--- src/ppims_pkg.sv ---
// constants, register map, field layout and decode helpers for the per-port
// phy event, crossover and status register group.
// assumes an 18-bit apb byte address: port number in bits 17:14, word index below.
package ppims_pkg;

    // ========================================================
    // sizes
    localparam int NUM_PORTS   = 5;
    localparam int EVT_W       = 8;
    localparam int ADDR_W      = 18;
    localparam int SY_PER_PORT = 12;
    localparam int SYNC_W      = NUM_PORTS * SY_PER_PORT;

    // ========================================================
    // register indices within a port (byte address = index * 4)
    localparam logic [11:0] OFF_RXER  = 12'h12A;
    localparam logic [11:0] OFF_EVT   = 12'h136;
    localparam logic [11:0] OFF_XOVER = 12'h138;
    localparam logic [11:0] OFF_CTRL  = 12'h13E;
    localparam logic [11:0] OFF_GSTAT = 12'h010;
    localparam logic [11:0] OFF_GMASK = 12'h011;
    localparam logic [3:0]  PORT_GLOBAL = 4'h0;
    localparam logic [3:0]  PORT_FIRST  = 4'h1;
    localparam logic [3:0]  PORT_LAST   = 4'h5;

    // ========================================================
    // field positions
    localparam int EVT_EN_LSB      = 8;
    localparam int EVT_FLAG_LSB    = 0;
    localparam int EV_JABBER       = 7;
    localparam int EV_RX_ERR       = 6;
    localparam int EV_PAGE_RX      = 5;
    localparam int EV_PAR_FAULT    = 4;
    localparam int EV_LP_ACK       = 3;
    localparam int EV_LINK_DOWN    = 2;
    localparam int EV_REM_FAULT    = 1;
    localparam int EV_LINK_UP      = 0;
    localparam int XOVER_MDI_BIT   = 7;
    localparam int XOVER_AUTO_OFF  = 6;
    localparam int CTRL_JAB_BIT    = 9;
    localparam int CTRL_SP100_BIT  = 5;
    localparam int CTRL_SP10_BIT   = 4;
    localparam int CTRL_DUP_BIT    = 3;
    localparam int SY_SYMERR       = 8;
    localparam int SY_DUP          = 9;
    localparam int SY_SP10         = 10;
    localparam int SY_SP100        = 11;

    // ========================================================
    // reset values and masks
    localparam logic [15:0] EVT_RST    = 16'h0000;
    localparam logic [15:0] XOVER_RST  = 16'h0000;
    localparam logic [15:0] CTRL_RST   = 16'h0300;
    localparam logic [15:0] CTRL_WMASK = 16'hF380;
    localparam logic [15:0] EN_WMASK   = 16'hFF00;
    localparam logic [15:0] ALL_WMASK  = 16'hFFFF;
    localparam logic [15:0] CNT_MAX    = 16'hFFFF;
    localparam logic [15:0] CNT_RST    = 16'h0000;

    typedef enum logic [2:0] {
        RK_NONE, RK_EVT, RK_XOVER, RK_CTRL, RK_RXER, RK_GSTAT, RK_GMASK
    } ppims_reg_t;

    // ========================================================
    // helpers
    function automatic ppims_reg_t ppims_decode(input logic [ADDR_W-1:0] a);
        logic [3:0]  port;
        logic [11:0] off;
        port = a[17:14];
        off  = a[13:2];
        ppims_decode = RK_NONE;
        if (port == PORT_GLOBAL) begin
            if (off == OFF_GSTAT) ppims_decode = RK_GSTAT;
            if (off == OFF_GMASK) ppims_decode = RK_GMASK;
        end else if (port >= PORT_FIRST && port <= PORT_LAST) begin
            if (off == OFF_EVT)   ppims_decode = RK_EVT;
            if (off == OFF_XOVER) ppims_decode = RK_XOVER;
            if (off == OFF_CTRL)  ppims_decode = RK_CTRL;
            if (off == OFF_RXER)  ppims_decode = RK_RXER;
        end
    endfunction

    function automatic logic [2:0] ppims_port_idx(input logic [ADDR_W-1:0] a);
        logic [3:0] n;
        n = a[17:14] - PORT_FIRST;
        ppims_port_idx = n[2:0];
    endfunction

    function automatic logic [15:0] ppims_merge(input logic [15:0] old_v,
                                                input logic [15:0] new_v,
                                                input logic [1:0]  strb,
                                                input logic [15:0] wmask);
        logic [15:0] bm;
        bm = {{8{strb[1]}}, {8{strb[0]}}} & wmask;
        ppims_merge = (old_v & ~bm) | (new_v & bm);
    endfunction

endpackage

--- src/ppims_cnt_if.sv ---
// carrier between the register group and a per-port error frame counter.
// assumes one instance per port, driven on the register group clock.
`timescale 1ns/1ps
interface ppims_cnt_if;
    logic        inc;
    logic        clr;
    logic [15:0] clr_val;
    logic [15:0] count;
    modport owner (input inc, input clr, input clr_val, output count);
    modport user  (output inc, output clr, output clr_val, input count);
endinterface

--- src/ppims_sync.sv ---
// two-flop synchroniser bank with rising edge detect on the settled value.
// assumes asynchronous inputs; level_out lags the pin by two edges.
`timescale 1ns/1ps
module ppims_sync
    import ppims_pkg::*;
#(
    parameter int WIDTH = SYNC_W
) (
    input  wire logic             clk_in,
    input  wire logic             reset_n_in,
    input  wire logic [WIDTH-1:0] async_in,
    output logic      [WIDTH-1:0] level_out,
    output logic      [WIDTH-1:0] rise_out
);

    logic [WIDTH-1:0] meta_q, meta_d;
    logic [WIDTH-1:0] sync_q, sync_d;
    logic [WIDTH-1:0] prev_q, prev_d;

    // ========================================================
    // next values
    always_comb begin
        meta_d = async_in;
        sync_d = meta_q;
        prev_d = sync_q;
    end

    always_ff @(posedge clk_in or negedge reset_n_in) begin
        if (!reset_n_in) begin
            meta_q <= '0;
            sync_q <= '0;
            prev_q <= '0;
        end else begin
            meta_q <= meta_d;
            sync_q <= sync_d;
            prev_q <= prev_d;
        end
    end

    assign level_out = sync_q;
    assign rise_out  = sync_q & ~prev_q;

endmodule

--- src/ppims_rxer_cnt.sv ---
// saturating count of received frames with symbol errors, cleared by read.
// assumes clr_val is the value software was shown; only that much is removed.
`timescale 1ns/1ps
module ppims_rxer_cnt
    import ppims_pkg::*;
(
    input  wire logic   clk_in,
    input  wire logic   reset_n_in,
    ppims_cnt_if.owner  cnt
);

    logic [15:0] count_q, count_d;

    // ========================================================
    // count, clear by subtraction so no frame is lost
    always_comb begin
        count_d = count_q;
        if (cnt.clr) begin
            count_d = count_d - cnt.clr_val;
        end
        if (cnt.inc && count_d != CNT_MAX) begin
            count_d = count_d + 16'h0001;
        end
    end

    always_ff @(posedge clk_in or negedge reset_n_in) begin
        if (!reset_n_in) begin
            count_q <= CNT_RST;
        end else begin
            count_q <= count_d;
        end
    end

    assign cnt.count = count_q;
endmodule

--- src/phy_port_irq_mdix_status_regs.sv ---
// apb register group for five copper phy ports: event enables and flags,
// crossover selection, jabber counter enable, speed/duplex status, error frames.
// assumes phy-side inputs are asynchronous and apb is on clk_in.
//
// Operation
// - bit 15 enables the jabber flag in bit 7 onto the port request, reset 0.
// - bit 14 enables the receive error flag in bit 6, reset 0.
// - bit 13 enables the page received flag in bit 5, reset 0.
// - bit 12 enables the parallel detect fault flag in bit 4, reset 0.
// - bit 11 enables the link partner acknowledge flag in bit 3, reset 0.
// - bit 10 enables the link down flag in bit 2, reset 0.
// - bit 9 enables the remote fault flag in bit 1, reset 0.
// - bit 8 enables the link up flag in bit 0, reset 0.
// - each flag in bits 7..0 sets on its event, ignores writes and clears once read.
// - with auto crossover off, bit 7 forces mdi when one and mdi-x when zero.
// - bit 6 at one turns automatic crossover off, at zero it runs.
// - control bit 9 runs the jabber counter, reset one.
// - control bits 5, 4 and 3 report 100 mb, 10 mb and full duplex.
// - each port counts frames with symbol errors, read clears the count.
//
// Register access over APB and the register addresses were left to the implementer.
`timescale 1ns/1ps
module phy_port_irq_mdix_status_regs
    import ppims_pkg::*;
(
    input  wire logic                            clk_in,
    input  wire logic                            reset_n_in,
    input  wire logic                            psel_in,
    input  wire logic                            penable_in,
    input  wire logic                            pwrite_in,
    input  wire logic [ADDR_W-1:0]               paddr_in,
    input  wire logic [31:0]                     pwdata_in,
    input  wire logic [3:0]                      pstrb_in,
    output logic      [31:0]                     prdata_out,
    output logic                                 pready_out,
    output logic                                 pslverr_out,
    input  wire logic [NUM_PORTS-1:0][EVT_W-1:0] phy_event_in,
    input  wire logic [NUM_PORTS-1:0]            symbol_err_frame_in,
    input  wire logic [NUM_PORTS-1:0]            speed100_in,
    input  wire logic [NUM_PORTS-1:0]            speed10_in,
    input  wire logic [NUM_PORTS-1:0]            full_duplex_in,
    output logic      [NUM_PORTS-1:0]            auto_mdix_en_out,
    output logic      [NUM_PORTS-1:0]            forced_mdi_out,
    output logic      [NUM_PORTS-1:0]            forced_mdix_out,
    output logic      [NUM_PORTS-1:0]            jabber_cnt_en_out,
    output logic      [NUM_PORTS-1:0]            port_irq_out,
    output logic                                 irq_out
);

    // ========================================================
    // synchronised phy inputs
    logic [SYNC_W-1:0] sy_raw;
    logic [SYNC_W-1:0] sy_lvl;
    logic [SYNC_W-1:0] sy_rise;

    always_comb begin
        sy_raw = '0;
        for (int p = 0; p < NUM_PORTS; p++) begin
            sy_raw[p*SY_PER_PORT +: EVT_W]    = phy_event_in[p];
            sy_raw[p*SY_PER_PORT + SY_SYMERR] = symbol_err_frame_in[p];
            sy_raw[p*SY_PER_PORT + SY_DUP]    = full_duplex_in[p];
            sy_raw[p*SY_PER_PORT + SY_SP10]   = speed10_in[p];
            sy_raw[p*SY_PER_PORT + SY_SP100]  = speed100_in[p];
        end
    end

    ppims_sync #(
        .WIDTH (SYNC_W)
    ) u_sync (
        .clk_in     (clk_in),
        .reset_n_in (reset_n_in),
        .async_in   (sy_raw),
        .level_out  (sy_lvl),
        .rise_out   (sy_rise)
    );

    // ========================================================
    // apb decode
    logic       setup;
    logic       access;
    logic       wr;
    logic       rd_done;
    ppims_reg_t kind;
    logic [2:0] pidx;

    assign setup   = psel_in && !penable_in;
    assign access  = psel_in && penable_in;
    assign wr      = access && pwrite_in;
    assign rd_done = access && !pwrite_in;
    assign kind    = ppims_decode(paddr_in);
    assign pidx    = ppims_port_idx(paddr_in);

    // ========================================================
    // error frame counters
    logic [15:0] cnt_val [NUM_PORTS];
    logic [31:0] prdata_q, prdata_d;
    logic        slverr_q, slverr_d;

    ppims_cnt_if cnt_if [NUM_PORTS] ();

    for (genvar g = 0; g < NUM_PORTS; g++) begin : g_cnt
        assign cnt_if[g].inc     = sy_rise[g*SY_PER_PORT + SY_SYMERR];
        assign cnt_if[g].clr     = rd_done && kind == RK_RXER && pidx == 3'(g);
        assign cnt_if[g].clr_val = prdata_q[15:0];
        assign cnt_val[g]        = cnt_if[g].count;
        ppims_rxer_cnt u_cnt (
            .clk_in     (clk_in),
            .reset_n_in (reset_n_in),
            .cnt        (cnt_if[g].owner)
        );
    end

    // ========================================================
    // register state
    logic [15:0]          evt_q   [NUM_PORTS];
    logic [15:0]          evt_d   [NUM_PORTS];
    logic [15:0]          xover_q [NUM_PORTS];
    logic [15:0]          xover_d [NUM_PORTS];
    logic [15:0]          ctrl_q  [NUM_PORTS];
    logic [15:0]          ctrl_d  [NUM_PORTS];
    logic [NUM_PORTS-1:0] gstat_q, gstat_d;
    logic [NUM_PORTS-1:0] gmask_q, gmask_d;
    logic [NUM_PORTS-1:0] port_irq;
    logic [NUM_PORTS-1:0] auto_q, auto_d;
    logic [NUM_PORTS-1:0] fmdi_q, fmdi_d;
    logic [NUM_PORTS-1:0] fmdix_q, fmdix_d;
    logic [NUM_PORTS-1:0] jab_q, jab_d;

    always_comb begin
        for (int p = 0; p < NUM_PORTS; p++) begin
            port_irq[p] = |(evt_q[p][EVT_EN_LSB +: EVT_W] & evt_q[p][EVT_FLAG_LSB +: EVT_W]);
        end
    end

    // ========================================================
    // next register values
    always_comb begin
        gmask_d = gmask_q;
        gstat_d = gstat_q;
        if (wr && kind == RK_GMASK && pstrb_in[0]) begin
            gmask_d = pwdata_in[NUM_PORTS-1:0];
        end
        if (wr && kind == RK_GSTAT && pstrb_in[0]) begin
            gstat_d = gstat_d & ~pwdata_in[NUM_PORTS-1:0];
        end
        gstat_d = gstat_d | port_irq;
        for (int p = 0; p < NUM_PORTS; p++) begin
            evt_d[p]   = evt_q[p];
            xover_d[p] = xover_q[p];
            ctrl_d[p]  = ctrl_q[p];
            if (rd_done && kind == RK_EVT && pidx == 3'(p)) begin
                evt_d[p][EVT_FLAG_LSB +: EVT_W] = evt_q[p][EVT_FLAG_LSB +: EVT_W]
                                                & ~prdata_q[EVT_FLAG_LSB +: EVT_W];
            end
            if (wr && pidx == 3'(p)) begin
                unique case (kind)
                    RK_EVT:   evt_d[p]   = ppims_merge(evt_q[p], pwdata_in[15:0],
                                               pstrb_in[1:0], EN_WMASK);
                    RK_XOVER: xover_d[p] = ppims_merge(xover_q[p], pwdata_in[15:0],
                                               pstrb_in[1:0], ALL_WMASK);
                    RK_CTRL:  ctrl_d[p]  = ppims_merge(ctrl_q[p], pwdata_in[15:0],
                                               pstrb_in[1:0], CTRL_WMASK);
                    RK_NONE, RK_RXER, RK_GSTAT, RK_GMASK: ;
                endcase
            end
            evt_d[p][EVT_FLAG_LSB +: EVT_W] = evt_d[p][EVT_FLAG_LSB +: EVT_W]
                                            | sy_rise[p*SY_PER_PORT +: EVT_W];
            auto_d[p]  = !xover_q[p][XOVER_AUTO_OFF];
            fmdi_d[p]  = xover_q[p][XOVER_AUTO_OFF] && xover_q[p][XOVER_MDI_BIT];
            fmdix_d[p] = xover_q[p][XOVER_AUTO_OFF] && !xover_q[p][XOVER_MDI_BIT];
            jab_d[p]   = ctrl_q[p][CTRL_JAB_BIT];
        end
    end

    // ========================================================
    // read data, captured in the setup cycle
    always_comb begin
        prdata_d = prdata_q;
        slverr_d = slverr_q;
        if (setup) begin
            prdata_d = '0;
            slverr_d = 1'b0;
            unique case (kind)
                RK_EVT:   prdata_d[15:0] = evt_q[pidx];
                RK_XOVER: prdata_d[15:0] = xover_q[pidx];
                RK_CTRL: begin
                    prdata_d[15:0] = ctrl_q[pidx] & CTRL_WMASK;
                    prdata_d[CTRL_SP100_BIT] = sy_lvl[pidx*SY_PER_PORT + SY_SP100];
                    prdata_d[CTRL_SP10_BIT]  = sy_lvl[pidx*SY_PER_PORT + SY_SP10];
                    prdata_d[CTRL_DUP_BIT]   = sy_lvl[pidx*SY_PER_PORT + SY_DUP];
                end
                RK_RXER:  prdata_d[15:0] = cnt_val[pidx];
                RK_GSTAT: prdata_d[NUM_PORTS-1:0] = gstat_q;
                RK_GMASK: prdata_d[NUM_PORTS-1:0] = gmask_q;
                RK_NONE:  slverr_d = 1'b1;
            endcase
        end
    end

    always_ff @(posedge clk_in or negedge reset_n_in) begin
        if (!reset_n_in) begin
            for (int p = 0; p < NUM_PORTS; p++) begin
                evt_q[p]   <= EVT_RST;
                xover_q[p] <= XOVER_RST;
                ctrl_q[p]  <= CTRL_RST;
            end
            gstat_q  <= '0;
            gmask_q  <= '0;
            auto_q   <= '1;
            fmdi_q   <= '0;
            fmdix_q  <= '0;
            jab_q    <= '1;
            prdata_q <= '0;
            slverr_q <= 1'b0;
        end else begin
            for (int p = 0; p < NUM_PORTS; p++) begin
                evt_q[p]   <= evt_d[p];
                xover_q[p] <= xover_d[p];
                ctrl_q[p]  <= ctrl_d[p];
            end
            gstat_q  <= gstat_d;
            gmask_q  <= gmask_d;
            auto_q   <= auto_d;
            fmdi_q   <= fmdi_d;
            fmdix_q  <= fmdix_d;
            jab_q    <= jab_d;
            prdata_q <= prdata_d;
            slverr_q <= slverr_d;
        end
    end

    // ========================================================
    // outputs
    assign prdata_out        = prdata_q;
    assign pready_out        = 1'b1;
    assign pslverr_out       = slverr_q && access;
    assign auto_mdix_en_out  = auto_q;
    assign forced_mdi_out    = fmdi_q;
    assign forced_mdix_out   = fmdix_q;
    assign jabber_cnt_en_out = jab_q;
    assign port_irq_out      = port_irq;
    assign irq_out           = |(gstat_q & gmask_q);

    for (genvar g = 0; g < NUM_PORTS; g++) begin : g_chk

    end
endmodule

--- config.mk ---
export PLATFORM = sky130hd
export DESIGN_NAME = phy_port_irq_mdix_status_regs
export DESIGN_NICKNAME = d
export VERILOG_FILES = /design/src/ppims_pkg.sv /design/src/ppims_cnt_if.sv /design/src/ppims_sync.sv /design/src/ppims_rxer_cnt.sv /design/src/phy_port_irq_mdix_status_regs.sv
export SDC_FILE = /design/constraint.sdc
export NUM_CORES = 1
export LEC_CHECK = 0
export ABC_CLOCK_PERIOD_IN_PS = 8300
export BUFFER_PORTS_ARGS = -buffer_cell sky130_fd_sc_hd__buf_4
export CAP_MARGIN = 20
export CORE_ASPECT_RATIO = 1.5
export CORE_MARGIN = 8
export CORE_UTILIZATION = 54
export CTS_CLUSTER_DIAMETER = 80
export CTS_CLUSTER_SIZE = 20
export DETAILED_ROUTE_END_ITERATION = 12
export PLACE_DENSITY = 0.72
export SLEW_MARGIN = 0
export SYNTH_ARGS = -nofsm -noshare
export SYNTH_HDL_FRONTEND = slang
export SYNTH_SLANG_ARGS = --single-unit
--- constraint.sdc ---
create_clock -name clk_in -period 8.3 [get_ports clk_in]
set_input_delay 1.66 -clock clk_in [delete_from_list [all_inputs] [get_ports clk_in]]
set_output_delay 1.66 -clock clk_in [all_outputs]
set_load 0.02 [all_outputs]
==> results_dict.tcl, run 1 <==
set metrics [dict create \
    hp-class "reg -> reg" \
    status "completed" \
    whs_ns 0.339 \
    worst_pin_slew_ns 1.16 \
    grt_max_degree 197 \
    clk_latency_ns 0.60 \
    ys.flop_type "dfrtp_1" \
    grt-ovfl-total 0 \
    initialDrtViolationCount 1514 \
    relSlewSlack 0.222 \
    grtUsageTotal 0.274 \
    comb_power_share 0.280 \
    leakagePower_nw 12.4 \
    rsz0062_at_grt "no" \
    wl_um 76700 \
    worstPathArrival_ns 6.32 \
    post-place-ws_ns 1.91 \
    clock_path_buffers 3 \
    max_freq_mhz 171 \
    ir_drop_v 0.000202 \
    yosys-top-cells-area "dfrtp_1, mux2_2, mux4_2" \
    cts_root_buf "clkbuf_16" \
    final_area_sq_um 28200 \
    io_pins 179 \
    fp.dieH_um 283 \
    finalHoldViolCount 0 \
    drive_above_1_share 0.197 \
    drt_pass1_iterations 5 \
    nets 2643 \
    htree_levels 1 \
    ys_seq_area_frac 0.476 \
    floorplan.initialDensity 0.542 \
    cts.sinks 487 \
    syn-cell-area_sq_um 25700 \
    internal_power_w 0.00385 \
    numPortBuffers 141 \
    syn_to_final_growth_pct 9.81 \
    grt_pass1_vias 19900 \
    endpoint_kind "flop" \
    setup_tns_ns 0 \
    syn_inst 2322 \
    row_count 98 \
    tritoncts "yes" \
    fillCellCount 3916 \
    ctsResizeCount 0 \
    antenna_found_initial 2 \
    fin_crit_sh 0.704 \
    finalSetupViolations 0 \
    die_x_um 194 \
    routed_via_density 6.37 \
    final_antenna_net_count 0 \
    yosysTopAreaCell "dfrtp_1" \
    grt_pass1_wl_um 117000 \
    cp.required_ns 8.78 \
    synthTopCellsByCount "dfrtp_1, o21ai_0, nand2_1" \
    power.switching_w 0.00190 \
    post-dp-hpwl_um 58800 \
    cts_buffers 28 \
    ys_warn_count 0 \
    skew_ns 0.0239 \
    postCtsSetupBuffers 0 \
    yosys.cell_types.count 88 \
    seqPwrFrac 0.463 \
    clock_power_share 0.258 \
    crit_path_max_fanout 40 \
    critPathKind "in -> reg" \
    power.density_nw_per_um2 204 \
    placed_area_sq_um 27300 \
    synth_top_area_share 0.455 \
    core_sq_um 47300 \
    path_clk_slew_ns 0.10 \
    synthArstFlopShare 1.00 \
    synth_most_common_cell "dfrtp_1" \
    worstSetupStartpointType "input port" \
    via_count 19500 \
    timing.final.ws_setup_ns 2.46 \
    ys_ff_latch 487 \
    synth-edff-count 0 \
    finalCriticalPeriod_ns 5.84 \
    wl_per_cell_um 25.1 \
    drc_errors 0 \
    avgSynthCellArea_sq_um 11.1 \
    place_congestion 0.993 \
    hold_buffers 0 \
    swShare 0.330 \
    fp.dieArea_sq_um 54900 \
    report.final.slew_viol_count 0 \
    drv_cap 0 \
]
[area by class of cell]
class	instances	area, sq um	share of cell area
timing repair buffer	162	1260	0.0446
tap	600	751	0.0266
clock inverter	2	38.8	0.00138
clock buffer	50	805	0.0285
inverter	97	364	0.0129
multi-input combinational	1661	12800	0.453
antenna	1	2.50	0.0000888
sequential	487	12200	0.433
[worst paths after layout]
kind | startpoint | to | slack [ns] | depth (start not counted)
max in group asynchronous | reset_n_in | u_sync.level_out[52]$_DFF_PN0_ | 5.60 | 2
setup reg to reg | prdata_out[1]$_DFFE_PN0P_ | g_cnt[0].u_cnt.cnt.count[5]$_DFF_PN0_ | 3.53 | 12
min in group asynchronous | reset_n_in | u_sync.meta_q[44]$_DFF_PN0_ | 1.10 | 1
hold reg to reg | u_sync.meta_q[41]$_DFF_PN0_ | u_sync.level_out[41]$_DFF_PN0_ | 0.34 | 0
setup / recovery | paddr_in[14] | g_cnt[4].u_cnt.cnt.count[3]$_DFF_PN0_ | 2.46 | 16
hold / removal | u_sync.meta_q[41]$_DFF_PN0_ | u_sync.level_out[41]$_DFF_PN0_ | 0.34 | 0
[layer usage]
layer,up-vias,track usage,part of all wire
met5,-,0,0
met2,830,0.477,0.50
li1,8701,-,-
met4,0,0.209,0.090
met1,9703,0.301,0.36
met3,261,0.0356,0.057
[kinds of logic after synthesis]
family,share of synthesized area
AOI/OAI and AO/OA,0.140
xor gates and xnor gates,0.0409
adders and majority gates,0.0442
buffers and inverters,0.0307
DFF,0.476
muxes,0.147
other,0.000292
and+or+nand+nor,0.121
[metrics by stage]
stage | power, W | instances | util
3_3_place_gp | 0.00423 | 3006 | 0.577
4_1_cts | 0.00575 | 3058 | 0.595
5_1_grt | 0.00601 | 3060 | 0.596
2_1_floorplan | 0.00380 | 2337 | -
6_report | 0.00575 | 3060 | 0.596
3_5_place_dp | 0.00428 | 3006 | 0.577
[layout by cell type, fill, tap and decap left out, types with 20 or more instances in the layout]
| cell | n |
|---|---|
| mux2i_1 | 53 |
| nor3_1 | 56 |
| o22ai_1 | 26 |
| nor2b_1 | 21 |
| and2_1 | 21 |
| buf_4 | 159 |
| o21a_1 | 25 |
| xor2_1 | 51 |
| nor2_1 | 126 |
| mux4_2 | 63 |
| clkbuf_16 | 29 |
| xnor2_1 | 68 |
| or3_1 | 20 |
| clkbuf_1 | 21 |
| o21ai_0 | 169 |
| nand2b_1 | 21 |
| a21o_1 | 35 |
| dfstp_2 | 20 |
| nand4_1 | 25 |
| and3_1 | 22 |
| nand2_1 | 164 |
| ha_1 | 80 |
| a22oi_1 | 51 |
| mux2_2 | 163 |
| inv_1 | 96 |
| nand3_1 | 40 |
| dfrtp_1 | 467 |
| a21oi_1 | 100 |
[critical path, cell delays in order]
cell       delay (ns)
buf_4            0.09
clkinv_1         0.31
ha_2             0.37
xor2_2           0.17
inv_1            0.07
buf_4            0.28
nor2_1           0.30
nand4_1          0.72
and2_1           0.45
a31oi_1          0.23
o21bai_1         0.25
a2111oi_4        0.12
a21oi_1          0.75
nand2b_1         0.21
xnor2_1          0.23
mux2i_1          0.10
[power by group through the flow]
| stage | Sequential [W] | Combinational [W] | Clock (W) |
|---|---|---|---|
| CTS | 0.00266 | 0.00158 | 0.00151 |
| global placement | 0.00270 | 0.00153 | 0 |
| global route | 0.00267 | 0.00175 | 0.00159 |
| finish | 0.00266 | 0.00161 | 0.00148 |
| detailed placement | 0.00271 | 0.00157 | 0 |
| floorplan | 0.00263 | 0.00117 | 0 |
Note: power is estimated with default switching activity, not from simulation.
==> run 2, diff against run 1 <==
- ABC_AREA: default -> 1
- ABC_CLOCK_PERIOD_IN_PS: 8300 -> 4900
- PLACE_DENSITY: 0.72 -> 0.74
- clock period: 8.3 -> 4.9 ns (I/O delays scaled with it)
==> run 2 against run 1 <==
First-iteration DRC count rose by 37%. Die area up 11%. Design area is 11% higher. Utilization fell by 0.089 points. Area after synthesis rose by 11%. Critical path type unchanged.
==> results_dict.tcl, run 2 <==
set metrics [dict create \
    routed_via_density 5.57 \
    stdcell_count 4781 \
    finalCriticalPeriod_ns 3.84 \
    initialDrtViolationCount 2069 \
    critPathKind "in -> reg" \
    yosys-top-cells-area "dfrtp_1, nand2_1, inv_1" \
    htree_levels 1 \
    leakagePower_nw 16.3 \
    fin_crit_sh 0.783 \
    ir_drop_v 0.000410 \
    drc_errors 0 \
    max_stage_delay_ns 0.53 \
    r2r-end "g_cnt[1].u_cnt.cnt.count[6]$_DFF_PN0_" \
    clk_latency_ns 0.61 \
    crit_cells 18 \
    antenna_found_initial 0 \
    power.density_nw_per_um2 344 \
    yosys.area_share.xor_xnor 0.0187 \
    yosys.area_share.simple 0.301 \
    syn_to_final_growth_pct 9.12 \
    tritoncts "yes" \
    crit_buf_inv 5 \
    ys_warn_count 0 \
    report.final.slew_viol_count 0 \
    ys_seq_area_frac 0.427 \
    reg2reg_slack_ns 1.15 \
    worstPathArrival_ns 4.31 \
    whs_ns 0.340 \
    cts_buffers 30 \
    synth_fa_ha_area_frac 0.0396 \
    rr_startpoint "prdata_out[0]$_DFFE_PN0P_" \
    syn-cell-area_sq_um 28600 \
    grt_max_degree 109 \
    synthTopCellsByCount "nand2_1, inv_1, dfrtp_1" \
    syn_inst 3970 \
    io_pins 179 \
    synth_top_family_by_area "simple AND/OR/NAND/NOR gates" \
    synth.area.mux_share 0 \
    die_x_um 204 \
    ys_ff_latch 487 \
    antenna_cells 0 \
    relSlewSlack 0.244 \
    synth-edff-count 0 \
    post-route-util 0.595 \
    path_cells "buf_4, buf_4, ha_1, inv_1, nand3_1, nand2_2, inv_4, nand4_1, nor2_1, nand3_1, nand2_1, nand2_1, nor2_1, nand3_2, nand2_4, inv_2, nand2_1, nand2_1" \
    path_clk_slew_ns 0.09 \
    yosysTopAreaCell "dfrtp_1" \
    fp.dieArea_sq_um 60700 \
    hold_buffers 0 \
    ys.flop_type "dfrtp_1" \
    status "completed" \
    max_freq_mhz 261 \
    skew_ns 0.0163 \
    yosys.cell_types.count 56 \
    avgSynthCellArea_sq_um 7.20 \
    crit_path_max_fanout 30 \
    crit_path_start "paddr_in[14]" \
    worstSetupStartpointType "input port" \
    wl_um 96800 \
    nets 4282 \
    via_count 26600 \
    finalSetupViolations 0 \
    placed_cells 4726 \
    row_count 103 \
    final_common_cell "nand2_1" \
    fp.dieH_um 298 \
    hold_depth 0 \
    endpoint "g_cnt[1].u_cnt.cnt.count[6]$_DFF_PN0_" \
    synth_most_common_cell "nand2_1" \
    cp.required_ns 5.37 \
    postCtsSetupBuffers 0 \
    crit_top_cell "nand2_1" \
    final_antenna_net_count 0 \
    core_sq_um 52500 \
    synthArstFlopShare 1.00 \
    reg2reg_depth 17 \
    rsz0062_at_grt "no" \
    post-dp-hpwl_um 76200 \
    p_total_w 0.0107 \
    wl_per_cell_um 20.3 \
    numPortBuffers 141 \
    drive_above_1_share 0.0820 \
    synth_compound_area_frac 0.116 \
    drt_pass1_iterations 9 \
    finalHoldViolCount 0 \
    grt_pass1_wl_um 147000 \
    cp_slowest_cell "nor2_1" \
    place_congestion 1.01 \
    hp-class "reg -> reg" \
    grt-ovfl-total 0 \
    drv_cap 0 \
    endpoint_kind "flop" \
    synth_top_area_share 0.409 \
    ctsResizeCount 0 \
    worst_pin_slew_ns 1.13 \
    final_cell_mix "nand2_1, inv_1, dfrtp_1, o21ai_0, nor2_1" \
    cts_root_buf "clkbuf_16" \
    floorplan.initialDensity 0.545 \
    setup_tns_ns 0 \
    grtUsageTotal 0.314 \
    grt_pass1_vias 25800 \
    critPathTopFamily "simple AND/OR/NAND/NOR gates" \
    clock_path_buffers 3 \
    cts.sinks 487 \
]
run 2: worst reg2reg max path, stage by stage, from the launching register on:
cell and delay [ns]:
dfrtp_1 0.81, ha_1 0.26, inv_1 0.09, fa_1 0.44
nand3_1 0.10, nand3_1 0.17, nand2_1 0.14, nand2_1 0.06
nand2_1 0.05, nand2_1 0.10, o21ai_1 0.34, nand2_1 0.14
nor2_2 0.21, nand3_2 0.14, nand2_4 0.21, inv_2 0.15
nand2_1 0.08, nand2_1 0.11
run 2: cell families after synthesis:
family	after synthesis
xor gates and xnor gates	61
and+or+nand+nor	2045
buffers and inverters	697
AOI/OAI and AO/OA	591
adders and majority gates	87
DFF	487
other	2
run 2: layer usage:
layer | up-vias | routed length, um | global-route usage
met3 | 355 | 5390 | 0.0411
met1 | 12400 | 35000 | 0.342
li1 | 12800 | - | -
met2 | 1040 | 47500 | 0.544
met4 | 0 | 8960 | 0.248
met5 | - | 0 | 0
run 2: final cells by class:
| cell class | count | area (sq um) |
|---|---|---|
| Clock inverter | 6 | 62.6 |
| Multi-Input combinational cell | 2801 | 13700 |
| Fill cell | 5069 | 21300 |
| Clock buffer | 49 | 873 |
| Inverter | 583 | 2190 |
| Tap cell | 682 | 853 |
| Sequential cell | 487 | 12200 |
| Timing Repair Buffer | 173 | 1360 |
run 2: worst min-delay path by stage:
stage	start	endpoint	slack, ns
2_1_floorplan	u_sync.meta_q[0]$_DFF_PN0_	u_sync.level_out[0]$_DFF_PN0_	0.33
3_3_place_gp	u_sync.meta_q[56]$_DFF_PN0_	u_sync.level_out[56]$_DFF_PN0_	0.33
3_5_place_dp	u_sync.meta_q[34]$_DFF_PN0_	u_sync.level_out[34]$_DFF_PN0_	0.33
4_1_cts	u_sync.meta_q[30]$_DFF_PN0_	u_sync.level_out[30]$_DFF_PN0_	0.35
5_1_grt	u_sync.meta_q[30]$_DFF_PN0_	u_sync.level_out[30]$_DFF_PN0_	0.35
6_report	u_sync.meta_q[30]$_DFF_PN0_	u_sync.level_out[30]$_DFF_PN0_	0.34
run 2: report_power, final:
group | switching (W) | total (W) | internal, W
registers | 0.000176 | 0.00439 | 0.00421
logic | 0.00255 | 0.00369 | 0.00113
clock network | 0.00142 | 0.00266 | 0.00124
run 2: per-stage QoR:
step	worst slack, ns	cell area [sq um]
detailed placement	0.535	30300
floorplan	0.542	28600
global placement	0.558	30300
global route	0.936	31200
CTS	1.17	31200
finish	1.06	31200
==> run 3, diff against run 2 <==
- ABC_CLOCK_PERIOD_IN_PS: 4900 -> 3260
- clock period: 4.9 -> 3.26 ns (I/O delays scaled with it)
==> run 3 against run 2 <==
Global-route usage up 0.47 points. Clock-buffer cell count unchanged. Clock skew up 0.025 ns. Clock power up 71%. Wire length up 0.31%. Critical path type is now reg -> reg. Die area unchanged. Non-clock buffer count up 262.
==> results_dict.tcl, run 3 (synthesized netlist as in run 2, its figures left out) <==
set metrics [dict create \
    status "completed" \
    grt_pass1_wl_um 150000 \
    io_pins 179 \
    post-route-util 0.643 \
    path_clk_slew_ns 0.09 \
    floorplan.initialDensity 0.545 \
    final_cell_mix "nand2_1, inv_1, dfrtp_1, buf_4, o21ai_0" \
    power.density_nw_per_um2 507 \
    leakagePower_nw 17.8 \
    routed_via_density 5.48 \
    core_sq_um 52500 \
    crit_path_max_fanout 10 \
    multi_input_area_sq_um 13700 \
    fp.dieH_um 298 \
    max_freq_mhz 321 \
    worstSetupStartpointType "flop" \
    row_count 103 \
    final_common_cell "nand2_1" \
    drive_above_1_share 0.142 \
    ir_drop_v 0.000570 \
    crit_path_start "prdata_out[12]$_DFFE_PN0P_" \
    rr_startpoint "prdata_out[12]$_DFFE_PN0P_" \
    hp-class "in -> async" \
    cts_buffers 34 \
    syn_to_final_growth_pct 17.9 \
    drt_pass1_iterations 6 \
    grt_max_degree 95 \
    antenna_cells 0 \
    whs_ns 0.0909 \
    grt-ovfl-total 0 \
    fillCellCount 4671 \
    grt_pass1_vias 27200 \
    timing.final.ws_setup_ns 0.141 \
    fin_crit_sh 0.957 \
    via_count 27700 \
    regArea_sq_um 12200 \
    final_antenna_net_count 0 \
    hold_buffers 0 \
    post-place-ws_ns -0.0819 \
    post-dp-hpwl_um 76200 \
    drc_errors 0 \
    rsz0062_at_grt "yes" \
    place_congestion 1.04 \
    worst_pin_slew_ns 0.814 \
    cts.sinks 487 \
    placed_area_sq_um 32500 \
    report.final.slew_viol_count 0 \
    die_x_um 204 \
    htree_levels 2 \
    finalCriticalPeriod_ns 3.12 \
    critPathKind "reg -> reg" \
    wl_um 97100 \
    finalHoldViolCount 0 \
    clk_latency_ns 0.59 \
    endpoint_kind "flop" \
    cp.required_ns 3.73 \
    antenna_found_initial 0 \
    initialDrtViolationCount 2120 \
    worstPathArrival_ns 3.59 \
    tritoncts "yes" \
    finalSetupViolations 0 \
    numPortBuffers 141 \
    grtUsageTotal 0.319 \
    cts_root_buf "clkbuf_16" \
    nets 4548 \
    drv_cap 0 \
    final_area_sq_um 33700 \
    clock_path_buffers 3 \
    skew_ns 0.0409 \
    relSlewSlack 0.457 \
    wl_per_cell_um 19.2 \
    fp.dieArea_sq_um 60700 \
]
==> run 3: per-stage QoR <==
step,total power [W],instances,setup TNS [ns]
3_5_place_dp,0.0125,4983,-0.138
4_1_cts,0.0171,5045,0
2_1_floorplan,0.0105,3985,-0.129
3_3_place_gp,0.0125,4983,-0.000810
5_1_grt,0.0181,5050,-0.0833
6_report,0.0171,5050,0
==> run 3: final timing paths <==
| check | endpoint | slack [ns] | cells past startpoint |
|---|---|---|---|
| worst max-delay path | g_cnt[0].u_cnt.cnt.count[12]$_DFF_PN0_ | 0.14 | 16 |
| worst min register to register | u_sync.level_out[35]$_DFF_PN0_ | 0.33 | 0 |
| max in group asynchronous | asynchronous set/reset pin | 2.28 | 2 |
| min in group clk_in | u_sync.meta_q[10]$_DFF_PN0_ | 0.17 | 1 |
| worst min-delay path | u_sync.level_out[35]$_DFF_PN0_ | 0.09 | 1 |
| worst max register to register | g_cnt[0].u_cnt.cnt.count[12]$_DFF_PN0_ | 0.14 | 16 |
==> run 3: layout make-up <==
type	instances	area share
tap	682	0.0253
clock buffer	49	0.0272
timing repair buffer	435	0.107
clock inverter	13	0.00642
multi-input combinational	2801	0.406
inverter	583	0.0656
sequential	487	0.362
==> run 3: what timing repair did <==
item,4_1_cts,5_1_grt
buffers inserted,0,5
setup endpoints to repair,0,26
gates resized for setup,0,11
==> run 3: routing by layer <==
layer,vias to the layer above,part of all wire,global-route usage
met1,12800,0.36,0.351
met4,0,0.098,0.259
li1,13300,-,-
met5,-,0,0
met3,403,0.066,0.0490
met2,1155,0.48,0.539
==> run 3: worst max-delay path, cell delays in order (launching register included) <==
cell	delay, ns
dfrtp_1	0.39
inv_1	0.52
ha_1	0.34
nand2_1	0.13
nor3_1	0.32
and2_1	0.18
nand2_1	0.09
nand3b_1	0.11
nand3_1	0.08
nand2_1	0.14
nand2_1	0.09
nor2_1	0.13
nand3_2	0.12
nand2_4	0.10
inv_2	0.10
nand2_1	0.08
nand2_1	0.07
==> run 3: where the power goes <==
| group | internal (W) | leakage [nW] | switching (W) | total, W |
|---|---|---|---|---|
| combinational | 0.00208 | 11.2 | 0.00391 | 0.00600 |
| clock | 0.00223 | 0.545 | 0.00231 | 0.00455 |
| sequential | 0.00633 | 6.05 | 0.000222 | 0.00655 |
